### src/common/quhsr_pkg.sv
// Purpose: Shared constants of the quad serial host front end
// Assumes: 8-bit host bus, four channels, one system clock
// Notes:   Offsets are byte addresses on the host address lines
package quhsr_pkg;

    localparam int NUM_CH    = 4;
    localparam int ADDR_W    = 8;
    localparam int DATA_W    = 8;
    localparam int REG_W     = 4;
    localparam int TMR_WIDTH = 16;

    // Address fields
    localparam int ADDR_DEV_BIT  = 7;  // 1: device-level space
    localparam int ADDR_RSV_BIT  = 6;  // 1 with dev bit 0: reserved
    localparam int ADDR_CH_HI    = 5;
    localparam int ADDR_CH_LO    = 4;

    // Per-channel register offsets (low nibble)
    localparam logic [3:0] OFF_MODEM_CTRL   = 4'h0;
    localparam logic [3:0] OFF_FEATURE_CTRL = 4'h1;
    localparam logic [3:0] OFF_MODEM_STAT   = 4'h2;
    localparam logic [3:0] OFF_LINE_CTRL    = 4'h3;

    // Device-level register offsets
    localparam logic [7:0] OFF_BCAST_CTRL = 8'h80;
    localparam logic [7:0] OFF_SOFT_RESET = 8'h81;
    localparam logic [7:0] OFF_TMR_CTRL   = 8'h82;
    localparam logic [7:0] OFF_TMR_LSB    = 8'h83;
    localparam logic [7:0] OFF_TMR_MSB    = 8'h84;

    // Field positions
    localparam int MCR_TERM_BIT  = 0;
    localparam int MCR_SEND_BIT  = 1;
    localparam int MCR_IR_BIT    = 6;
    localparam int FEATURE_CONTROL_REG_POL_BIT  = 4;
    localparam int LINE_MARK_BIT = 0;
    localparam int BCAST_BIT     = 0;
    localparam int TMR_EN_BIT    = 0;
    localparam int TMR_EXT_BIT   = 1;
    localparam int TMR_CLR_BIT   = 2;
    localparam int MSR_CTS_BIT   = 4;
    localparam int MSR_DSR_BIT   = 5;
    localparam int MSR_RI_BIT    = 6;
    localparam int MSR_CD_BIT    = 7;

    // Reset values
    localparam logic [7:0] MCR_RST  = 8'h00;
    localparam logic [7:0] FEATURE_CONTROL_REG_RST = 8'h00;
    localparam logic [7:0] LINE_RST = 8'h01;  // Line rests at mark
    localparam logic [7:0] ZERO8    = 8'h00;

endpackage : quhsr_pkg

### src/common/quhsr_chan_if.sv
// Purpose: Register access path from the host decoder to one channel
// Assumes: Single clock domain, write strobe is a one-cycle pulse
// Notes:   Read data is combinational from the channel registers
`timescale 1ns/1ps
interface quhsr_chan_if;
    import quhsr_pkg::*;
    logic              wr_en;       // One-cycle write pulse
    logic [REG_W-1:0]  reg_addr;    // Channel register offset
    logic [DATA_W-1:0] wdata;       // Write data
    logic              strap_load;  // Reload defaults, sample strap
    logic              strap;       // Infrared strap level
    logic [DATA_W-1:0] rdata;       // Register read data

    modport dec  (output wr_en, reg_addr, wdata, strap_load, strap,
                  input  rdata);
    modport chan (input  wr_en, reg_addr, wdata, strap_load, strap,
                  output rdata);
endinterface : quhsr_chan_if

### src/verilog/quhsr_host_front.sv
// Purpose: Host bus front end of a four channel serial controller
// Assumes: Bus pins synchronous to clk_sys; strobes held >= 2 cycles
// Notes:   Read data is registered, one cycle after the strobe
//
// How it works
// - Transmit idles high, or low in infrared
// - Polarity bit selects infrared receive mark level
// - Strap active high, sampled at every reset
// - Sampled strap lands in infrared control bit
// - Bus style pin selects strobe interpretation
// - Hardware reset returns registers and outputs
// - Soft reset write resets the chosen channels
// - Chip select low is required for access
// - Two address bits pick channel zero to three
// - Broadcast bit writes all four channels
// - Timer may count the external timer clock
// - Modem inputs active low, readable as inputs
// - Modem outputs active low, drivable as outputs
`timescale 1ns/1ps
module quhsr_host_front
    import quhsr_pkg::*;
#(
    parameter int TMR_W = TMR_WIDTH   // Timer counter width
)(
    input  wire logic              clk_sys,              // 250 MHz clock
    input  wire logic              resetn,               // Async, low
    input  wire logic              chip_sel_n,           // Chip select
    input  wire logic              read_strobe_n,        // Read strobe
    input  wire logic              write_strobe_n,       // Write strobe
    input  wire logic              bus_style,            // 1 first style
    input  wire logic [ADDR_W-1:0] addr,                 // Address lines
    input  wire logic [DATA_W-1:0] data_in,              // Bus data in
    output logic      [DATA_W-1:0] data_out,             // Bus data out
    output logic                   data_oe,              // Bus drive
    input  wire logic              infrared_strap,       // Strap pin
    input  wire logic              timer_ext_clock,      // Timer clock
    input  wire logic [NUM_CH-1:0] serial_in_ch,         // Receive
    input  wire logic [NUM_CH-1:0] send_clear_n_ch,      // Clear to send
    input  wire logic [NUM_CH-1:0] set_ready_n_ch,       // Set ready
    input  wire logic [NUM_CH-1:0] carrier_detect_n_ch,  // Carrier
    input  wire logic [NUM_CH-1:0] ring_indicator_n_ch,  // Ring
    output logic      [NUM_CH-1:0] serial_out_ch,        // Transmit
    output logic      [NUM_CH-1:0] send_request_n_ch,    // Request send
    output logic      [NUM_CH-1:0] terminal_ready_n_ch,  // Terminal rdy
    output logic      [NUM_CH-1:0] rx_mark_ch,           // Decoded rx
    output logic                   bcast_mode            // Broadcast on
);

    logic              wr_act;
    logic              rd_act;
    logic              wr_q_r;
    logic              wr_pulse;
    logic              dev_space;
    logic [NUM_CH-1:0] ch_hit;
    logic [NUM_CH-1:0] ch_wr;
    logic [NUM_CH-1:0] srst_r;
    logic              init_done_r;
    logic              bcast_r;
    logic [DATA_W-1:0] tmr_ctrl_r;
    logic [TMR_W-1:0]  tmr_cnt_r;
    logic              tmr_q_r;
    logic              tmr_tick;
    logic [DATA_W-1:0] rd_mux;
    logic [DATA_W-1:0] ch_rdata [NUM_CH];

    // One-hot channel select; reserved encoding yields no channel
    function automatic logic [NUM_CH-1:0] chan_hit(
        input logic [ADDR_W-1:0] a
    );
        logic [NUM_CH-1:0] hit;
        hit = '0;
        if (!a[ADDR_DEV_BIT] && !a[ADDR_RSV_BIT])
            hit[a[ADDR_CH_HI:ADDR_CH_LO]] = 1'b1;
        return hit;
    endfunction : chan_hit

    // Strobe decode: first style has separate read and write strobes;
    // second style uses chip select as strobe and write pin as R/W
    assign wr_act = !chip_sel_n && !write_strobe_n;
    assign rd_act = !chip_sel_n &&
                    (bus_style ? !read_strobe_n : write_strobe_n);
    assign wr_pulse  = wr_act && !wr_q_r;
    assign dev_space = addr[ADDR_DEV_BIT];
    assign ch_hit    = chan_hit(addr);
    // Broadcast widens a channel write; reserved space still blocked
    assign ch_wr = !wr_pulse ? '0 :
                   (bcast_r && |ch_hit) ? '1 : ch_hit;

    // Write edge detect so a long strobe writes once
    always_ff @(posedge clk_sys or negedge resetn) begin
        if (!resetn)
            wr_q_r <= 1'b0;
        else
            wr_q_r <= wr_act;
    end

    // Strap sampled after hardware reset and on each soft reset
    always_ff @(posedge clk_sys or negedge resetn) begin
        if (!resetn) begin
            init_done_r <= 1'b0;
            srst_r      <= '0;
        end else begin
            init_done_r <= 1'b1;
            if (wr_pulse && addr == OFF_SOFT_RESET)
                srst_r <= data_in[NUM_CH-1:0];
            else
                srst_r <= '0;
        end
    end

    // Device-level control registers
    always_ff @(posedge clk_sys or negedge resetn) begin
        if (!resetn) begin
            bcast_r    <= 1'b0;
            tmr_ctrl_r <= ZERO8;
        end else if (wr_pulse) begin
            if (addr == OFF_BCAST_CTRL) bcast_r    <= data_in[BCAST_BIT];
            if (addr == OFF_TMR_CTRL)   tmr_ctrl_r <= data_in;
        end else begin
            tmr_ctrl_r[TMR_CLR_BIT] <= 1'b0;  // Clear is a pulse
        end
    end

    // Timer counts system clocks or rising edges of the timer pin;
    // pin treated as synchronous, so one edge detector suffices
    assign tmr_tick = tmr_ctrl_r[TMR_EXT_BIT] ? (timer_ext_clock &&
                      !tmr_q_r) : 1'b1;
    always_ff @(posedge clk_sys or negedge resetn) begin
        if (!resetn) begin
            tmr_q_r   <= 1'b0;
            tmr_cnt_r <= '0;
        end else begin
            tmr_q_r <= timer_ext_clock;
            if (tmr_ctrl_r[TMR_CLR_BIT])
                tmr_cnt_r <= '0;
            else if (tmr_ctrl_r[TMR_EN_BIT] && tmr_tick)
                tmr_cnt_r <= tmr_cnt_r + 1'b1;
        end
    end

    // Channels
    quhsr_chan_if ch_if [NUM_CH] ();
    for (genvar g = 0; g < NUM_CH; g++) begin : g_ch
        assign ch_if[g].wr_en      = ch_wr[g];
        assign ch_if[g].reg_addr   = addr[REG_W-1:0];
        assign ch_if[g].wdata      = data_in;
        assign ch_if[g].strap_load = srst_r[g] || !init_done_r;
        assign ch_if[g].strap      = infrared_strap;
        assign ch_rdata[g]         = ch_if[g].rdata;
        quhsr_chan u_chan (
            .clk_sys          (clk_sys),
            .resetn           (resetn),
            .bus              (ch_if[g]),
            .serial_in        (serial_in_ch[g]),
            .send_clear_n     (send_clear_n_ch[g]),
            .set_ready_n      (set_ready_n_ch[g]),
            .carrier_detect_n (carrier_detect_n_ch[g]),
            .ring_indicator_n (ring_indicator_n_ch[g]),
            .serial_out       (serial_out_ch[g]),
            .send_request_n   (send_request_n_ch[g]),
            .terminal_ready_n (terminal_ready_n_ch[g]),
            .rx_mark          (rx_mark_ch[g])
        );
    end

    // Read mux; unmapped and reserved addresses read zero
    always_comb begin
        rd_mux = ZERO8;
        if (dev_space) begin
            unique case (addr)
                OFF_BCAST_CTRL: rd_mux[BCAST_BIT] = bcast_r;
                OFF_TMR_CTRL:   rd_mux = tmr_ctrl_r;
                OFF_TMR_LSB:    rd_mux = tmr_cnt_r[DATA_W-1:0];
                OFF_TMR_MSB:    rd_mux = tmr_cnt_r[TMR_W-1:DATA_W];
                default:        rd_mux = ZERO8;
            endcase
        end else begin
            for (int i = 0; i < NUM_CH; i++)
                if (ch_hit[i]) rd_mux = ch_rdata[i];
        end
    end

    // Registered bus outputs; drive only while a read is active
    always_ff @(posedge clk_sys or negedge resetn) begin
        if (!resetn) begin
            data_out   <= ZERO8;
            data_oe    <= 1'b0;
            bcast_mode <= 1'b0;
        end else begin
            data_out   <= rd_act ? rd_mux : ZERO8;
            data_oe    <= rd_act;
            bcast_mode <= bcast_r;
        end
    end
endmodule : quhsr_host_front

### src/verilog/quhsr_chan.sv
// Purpose: One serial channel's control registers and pin levels
// Assumes: Host writes arrive as single-cycle pulses
// Notes:   All pin outputs are registered, one cycle after the cause
`timescale 1ns/1ps
module quhsr_chan
    import quhsr_pkg::*;
(
    input  wire logic  clk_sys,           // System clock
    input  wire logic  resetn,            // Async reset, active low
    quhsr_chan_if.chan bus,               // Register access
    input  wire logic  serial_in,         // Receive line
    input  wire logic  send_clear_n,      // Clear to send, low active
    input  wire logic  set_ready_n,       // Set ready, low active
    input  wire logic  carrier_detect_n,  // Carrier, low active
    input  wire logic  ring_indicator_n,  // Ring, low active
    output logic       serial_out,        // Transmit line
    output logic       send_request_n,    // Request to send, low active
    output logic       terminal_ready_n,  // Terminal ready, low active
    output logic       rx_mark            // Decoded receive level
);

    logic [DATA_W-1:0] mcr_r;
    logic [DATA_W-1:0] feature_control_reg_r;
    logic [DATA_W-1:0] line_r;
    logic [DATA_W-1:0] msr;

    // Control registers; reload also samples the strap
    always_ff @(posedge clk_sys or negedge resetn) begin
        if (!resetn) begin
            mcr_r  <= MCR_RST;
            feature_control_reg_r <= FEATURE_CONTROL_REG_RST;
            line_r <= LINE_RST;
        end else if (bus.strap_load) begin
            mcr_r              <= MCR_RST;
            mcr_r[MCR_IR_BIT]  <= bus.strap;
            feature_control_reg_r             <= FEATURE_CONTROL_REG_RST;
            line_r             <= LINE_RST;
        end else if (bus.wr_en) begin
            if (bus.reg_addr == OFF_MODEM_CTRL)   mcr_r  <= bus.wdata;
            if (bus.reg_addr == OFF_FEATURE_CTRL) feature_control_reg_r <= bus.wdata;
            if (bus.reg_addr == OFF_LINE_CTRL)    line_r <= bus.wdata;
        end
    end

    // Pin levels; infrared idles low, so the mark level is inverted
    always_ff @(posedge clk_sys or negedge resetn) begin
        if (!resetn) begin
            serial_out       <= 1'b1;
            send_request_n   <= 1'b1;
            terminal_ready_n <= 1'b1;
            rx_mark          <= 1'b1;
        end else begin
            serial_out <= mcr_r[MCR_IR_BIT] ? ~line_r[LINE_MARK_BIT]
                                            : line_r[LINE_MARK_BIT];
            send_request_n   <= ~mcr_r[MCR_SEND_BIT];
            terminal_ready_n <= ~mcr_r[MCR_TERM_BIT];
            if (!mcr_r[MCR_IR_BIT])
                rx_mark <= serial_in;
            else
                rx_mark <= feature_control_reg_r[FEATURE_CONTROL_REG_POL_BIT] ? serial_in
                                                : ~serial_in;
        end
    end

    // Modem inputs read back active high as general purpose bits
    always_comb begin
        msr              = ZERO8;
        msr[MSR_CTS_BIT] = ~send_clear_n;
        msr[MSR_DSR_BIT] = ~set_ready_n;
        msr[MSR_RI_BIT]  = ~ring_indicator_n;
        msr[MSR_CD_BIT]  = ~carrier_detect_n;
    end

    always_comb begin
        unique case (bus.reg_addr)
            OFF_MODEM_CTRL:   bus.rdata = mcr_r;
            OFF_FEATURE_CTRL: bus.rdata = feature_control_reg_r;
            OFF_MODEM_STAT:   bus.rdata = msr;
            OFF_LINE_CTRL:    bus.rdata = line_r;
            default:          bus.rdata = ZERO8;
        endcase
    end
endmodule : quhsr_chan

### config.mk
export PLATFORM = sky130hd
export DESIGN_NAME = quhsr_host_front
export DESIGN_NICKNAME = d
export VERILOG_FILES = /design/src/common/quhsr_pkg.sv /design/src/common/quhsr_chan_if.sv /design/src/verilog/quhsr_host_front.sv /design/src/verilog/quhsr_chan.sv
export SDC_FILE = /design/constraint.sdc
export NUM_CORES = 1
export LEC_CHECK = 0
export CORE_ASPECT_RATIO = 0.75
export CORE_MARGIN = 2
export CORE_UTILIZATION = 55
export DETAILED_ROUTE_END_ITERATION = 12
export DONT_BUFFER_PORTS = 1
export MAX_ROUTING_LAYER = met4
export PLACE_DENSITY = 0.7
export SETUP_SLACK_MARGIN = 0.05
export SLEW_MARGIN = 30
export SYNTH_ARGS = -nofsm -noshare
export SYNTH_HDL_FRONTEND = slang
export SYNTH_SLANG_ARGS = --single-unit
### constraint.sdc
create_clock -name clk_sys -period 2.25 [get_ports clk_sys]
set_clock_uncertainty 0.2 [all_clocks]
set_input_delay 0.225 -clock clk_sys [delete_from_list [all_inputs] [get_ports clk_sys]]
set_output_delay 0.225 -clock clk_sys [all_outputs]
set_load 0.005 [all_outputs]
=== After elaboration in Yosys (flattened, before gate mapping) ===
Index checks and enable logic that the tools add are counted.

* Bitwise gates (word level): 32
* $add $sub $neg: 1
* Order comparisons: 2
* Reduce and logical (&&, ||, !) cells: 54
* Multiplexer cells: 63
* Equal/unequal tests: 9

{| class="wikitable"
|+ Operator list
! kind !! count
|-
| two-way mux 8 bit || 33
|-
| one-hot mux 8 bit (4 select lines) || 4
|-
| == test 8 bit (second input constant) || 5
|-
| nonzero test 2 bit || 17
|-
| two-way mux 16 bit || 2
|-
| inverter 1 bit || 32
|-
| AND reduction 2 bit || 14
|-
| one-hot mux 7 bit (3 select lines) || 1
|-
| adder 16 x 1 -> 16 bit (second input constant) || 1
|-
| two-way mux 1 bit || 16
|-
| two-way mux 4 bit || 4
|-
| logical AND 1 bit || 9
|-
| == test 4 x 2 -> 1 bit (second input constant) || 2
|-
| zero test 1 bit || 8
|-
| == test 4 x 1 -> 1 bit (second input constant) || 1
|-
| zero test 4 bit || 1
|-
| logical OR 1 bit || 4
|-
| one-hot mux 1 bit (4 select lines) || 1
|-
| OR reduction 4 bit || 1
|-
| less-than comparator 2 x 3 -> 1 bit (second input constant) || 1
|-
| two-way mux 3 bit || 1
|-
| demux 1 bit (select 2 bit) || 1
|-
| greater-or-equal comparator 2 x 1 -> 1 bit (second input constant) || 1
|-
| != test 2 x 1 -> 1 bit (second input constant) || 1
|}

* Register bits after elaboration: 154
* Output and inout bits: 26

=== Longest topological paths before layout ===
* Word-level depth: 11
* Depth in mapped cells: 7
* Gate-level depth less buffers: 6

=== Modules after synthesis ===
Synthesis repeated with hierarchy kept, for this count alone.

* Cells, all modules: 819
* Area total of the unflattened synthesis: 8436.8 µm²

{| class="wikitable"
|+ By module, submodules not included
! module !! area an instance (µm²) !! instances !! seq. area each (µm²) !! cells each
|-
| quhsr_chan || 1532.7 || 4 || 706.9 || 149
|-
| quhsr_host_front || 2306.0 || 1 || 1051.0 || 223
|}

=== Worst setup path after synthesis ===
No wires, ideal clock.

* Path type: input to register
* Start: input port addr[6]
* End: register tmr_ctrl_r[0]
* Stages on the path: 5
* Setup slack: 0.280 ns
* Arrival time: 1.645 ns
* Buffers on the path: 2
* Cell sequence: buf_6 > or4b_4 > or3_1 > buf_6 > mux2_4

* Longest elaborated chain between the ends: 2

{| class="wikitable"
|+ RTL lines
! item !! RTL line !! RTL
|-
| from (decl) || quhsr_host_front.sv:31 || <nowiki>input wire logic [ADDR_W-1:0] addr,</nowiki>
|-
| == test 8 bit || quhsr_host_front.sv:118 || <nowiki>if (addr == OFF_TMR_CTRL) tmr_ctrl_r <= data_in;</nowiki>
|-
| AND reduction 2 bit (no line) || - ||
|-
| to (signal assigned) || quhsr_host_front.sv:118 ||
|-
| to (decl) || quhsr_host_front.sv:59 || <nowiki>logic [DATA_W-1:0] tmr_ctrl_r;</nowiki>
|}

Every way passes these cells.
A chain may end at the register's enable or synchronous reset.

=== Worst setup path after layout ===
* Start: input port write_strobe_n
* End: register g_ch[3].u_chan.feature_control_reg_r[1]

* Longest elaborated chain between the ends: 6

{| class="wikitable"
|+ RTL lines
! item !! RTL line !! RTL
|-
| from (decl) || quhsr_host_front.sv:29 || <nowiki>input wire logic write_strobe_n,</nowiki>
|-
| zero test 1 bit || quhsr_host_front.sv:79 || <nowiki>assign wr_act = !chip_sel_n && !write_strobe_n;</nowiki>
|-
| logical AND 1 bit || quhsr_host_front.sv:79 ||
|-
| logical AND 1 bit || quhsr_host_front.sv:82 || <nowiki>assign wr_pulse = wr_act && !wr_q_r;</nowiki>
|-
| two-way mux 4 bit || quhsr_host_front.sv:86 || <nowiki>assign ch_wr = !wr_pulse ? '0 :</nowiki>
|-
| nonzero test 2 bit (no line) || - ||
|-
| AND reduction 2 bit (no line) || - ||
|-
| to (signal assigned) || quhsr_chan.sv:40 || <nowiki>if (bus.reg_addr == OFF_FEATURE_CTRL) feature_control_reg_r <= bus.wdata;</nowiki>
|-
| to (decl) || quhsr_chan.sv:23 || <nowiki>logic [DATA_W-1:0] feature_control_reg_r;</nowiki>
|}

Every way passes these cells.

==> qor.yml <==
route:
  drt_iter0_drc: 931
  route.detailed.drc: 0
  drt-pass1-iter-count: 7
  viasPerCell: 6.54
  ant_nets: 0
  routed_wl_mm: 23.2
  vias: 6693
  wl_per_cell_um: 22.7
sta:
  hold_slack_ps: -715
  tightest_slew_ps: 1020
  rsz0062_at_grt: "no"
  setup_viol: 0
  slew_violations: 0
  setup_tns_ps: 0
  maxSlewHeadroom: 0.315
  timing.final.crit_period_ps: 2120
  final.period_utilization: 0.944
  fmax_mhz: 471
  finalHoldViolCount: 154
clock_network:
  tritoncts: "built"
  root_buffer: "clkbuf_16"
  clkTransAtPathRegs_ps: 60
  clock_latency_ps: 440
  ctsHtreeMaxLevel: 4
  cts_buffer_depth: 2
  cts_made_buffers: 17
  clkSinkCount: 154
global_routing:
  grt_first_pass_wirelength_mm: 36.1
  grt_pass1_vias: 6278
  grt_max_degree: 155
  antenna_found_initial: 0
  grt.overflow.total: 0
  gr-usage-all-layers: 0.323
setup_path:
  end_kind: "flip-flop"
  crit_type: "input port to flip-flop"
  required_ps: 2410
  critical-path-slowest-cell: "dlygate4sd3_1"
  path_delay_family: "buffers and inverters"
  path_max_fanout: 11
  critPathBufInv: 3
  crit_chain: "dlygate4sd3_1 -> or3_4 -> nor4_4 -> buf_4 -> buf_4 -> nand3_1 -> a21oi_1"
  slowest_delay_ps: 570
  cpMostUsedCell: "buf_4"
  cp-start-kind: "input port"
  arrival_ps: 2280
floorplanning:
  io_pins: 70
  initial_utilization: 0.572
  die_area_um2: 15400
  rows: 37
  core_area_um2: 13900
  die_h_um: 108
  dieWidth_um: 143
flow_run:
  cap_viol_max_count: 0
power:
  p_leak_nw: 3.65
  vdd_drop_max_mv: 0.577
  p_switching_mw: 1.45
  swShare: 0.243
  power.density_nw_per_um2: 677
  clockPowerShare: 0.450
  intPower_mw: 4.50
  seqPwrFrac: 0.483
  pwr-share-comb: 0.067
yosys:
  synth_warnings: 0
  seq_area_frac_synth: 0.488
  synth_edf_count: 0
  ys_ff_latch: 154
  syn-cell-area_um2: 7940
  synthDistinctLibCells: 73
  async_flop_share: 1.00
  syn_inst: 839
  synthesis.nets: 884
  postSynthAreaPerCell_um2: 9.47
  ys.flop_type: "dfrtp_1"
min_path:
  hp-class: "input port to asynchronous set/reset pin"
status:
  status: "complete, but fails checks"
  violations: "hold timing"
cells_and_area:
  nFillCells: 1130
  final_net_count: 880
  drive_above_1_share: 0.147
  area_growth_pct: 10.7
placement:
  numPortBuffers: 0
  dpl.hpwl_mm: 15.2
  routabilityCongestion: 0.887
-- cell usage in the layout (no fill, tap or decap), types with 6 or more instances in the layout --
master	count
and3_1	9
mux2i_1	14
dlygate4sd3_1	25
buf_4	31
dfrtp_1	134
a31oi_1	7
a22oi_1	7
dfstp_2	20
clkbuf_16	17
nor3_1	6
o21ai_0	13
and2_1	6
nor2_1	28
mux2_4	7
nand2_2	6
nand2b_1	11
nor2b_1	9
nand3_1	102
a211oi_1	8
inv_1	23
xor2_1	10
nand2_1	130
a21oi_1	102
mux4_2	9
xnor2_1	12
-- synthesized netlist by cell type (10+ instances only) --
| cell type | number | area share |
|---|---|---|
| a21oi_1 | 102 | 0.064 |
| buf_2 | 25 | 0.016 |
| buf_4 | 22 | 0.021 |
| clkbuf_1 | 23 | 0.011 |
| dfrtp_1 | 134 | 0.42 |
| dfstp_2 | 20 | 0.066 |
| inv_1 | 23 | 0.011 |
| mux2i_1 | 14 | 0.018 |
| nand2_1 | 130 | 0.061 |
| nand2b_1 | 13 | 0.010 |
| nand3_1 | 102 | 0.064 |
| nor2_1 | 28 | 0.013 |
| o21ai_0 | 13 | 0.0082 |
| xnor2_1 | 12 | 0.013 |
| xor2_1 | 10 | 0.011 |
-- registers in the layout, summed over array words and instances, names as in the netlist, 8 cells and up --
name and cells:
g_ch.u_chan.line_r 32, tmr_cnt_r 16, g_ch.u_chan.mcr_r 32, tmr_ctrl_r 8, data_out 8, g_ch.u_chan.feature_control_reg_r 32
-- power groups by stage --
stage	sequential [mW]	combinational (mW)	clock, mW
after floorplan	2.91	0.290	0
after global placement	2.92	0.280	0
after detailed placement	2.92	0.287	0
after CTS	2.88	0.380	2.70
after global routing	2.88	0.421	2.83
final	2.88	0.398	2.68
-- timing repair --
item                                   in CTS  in global routing
buffers inserted                            1                  0
setup endpoints to repair                   4                 41
pin swaps                                   1                  0
resized for setup                           0                  2
endpoints found under the hold margin     277                155
gates cloned                                0                  0
hold buffers                               23                  2
-- metrics by stage --
step                       util  worst slack [ps]  instances  total power, mW  cell area (µm²)
after global routing      0.633              52.0       1023             6.13             8790
after detailed placement  0.574              25.5        964             3.21             7970
after CTS                 0.630              72.4       1020             5.96             8750
after global placement    0.574               131        964             3.20             7970
after floorplan               -               280        839             3.19             7940
final                     0.633               126       1024             5.95             8790
-- worst register-to-register path, cell delays in order, from the launching register on --
cell,delay [ps]
dfrtp_1,370
or3b_2,560
nand2_2,320
nand2_1,270
nand2_1,130
a21oi_1,70
-- per-layer routing --
layer,part of all wire,GRT usage
met1,0.42,0.456
met2,0.45,0.465
met3,0.10,0.0642
met4,0.030,0.122
met5,0,-
-- layout make-up --
cell class / instances / area [µm²] / area share
sequential: 154 / 3880 / 0.441
timing repair buffer: 59 / 534 / 0.0608
tap: 175 / 219 / 0.0249
multi-input combinational: 579 / 3520 / 0.401
clock buffer: 22 / 444 / 0.0505
clock inverter: 10 / 97.6 / 0.0111
antenna: 1 / 2.50 / 0.000285
inverter: 24 / 90.1 / 0.0102
-- kinds of logic after synthesis --
family                   Yosys count  share of synthesized area
XOR/XNOR                          22                     0.0243
other                              1                   0.000472
multiplexers                      34                     0.0621
AO/OA/AOI/OAI                    182                      0.141
buffers and inverters            106                     0.0701
flip-flops                       154                      0.488
adder cells (fa/ha/maj)            1                    0.00158
AND/OR/NAND/NOR                  339                      0.212
-- final timing paths --
check | cells after the start | start | endpoint | slack, ps
worst max-delay path | 7 | write_strobe_n | g_ch[3].u_chan.feature_control_reg_r[1] | 130
worst min-delay path | 0 | resetn | g_ch[2].u_chan.mcr_r[6] | -710
worst max register to register | 5 | bcast_r | g_ch[2].u_chan.feature_control_reg_r[2] | 170
worst min register to register | 1 | g_ch[3].u_chan.mcr_r[1] | g_ch[3].u_chan.send_request_n | 200
max in group asynchronous | 0 | resetn | g_ch[0].u_chan.rx_mark | 2270
min in group clk_sys | 2 | read_strobe_n | data_out[5] | 30
No activity file was read; power rests on OpenSTA's default activity.
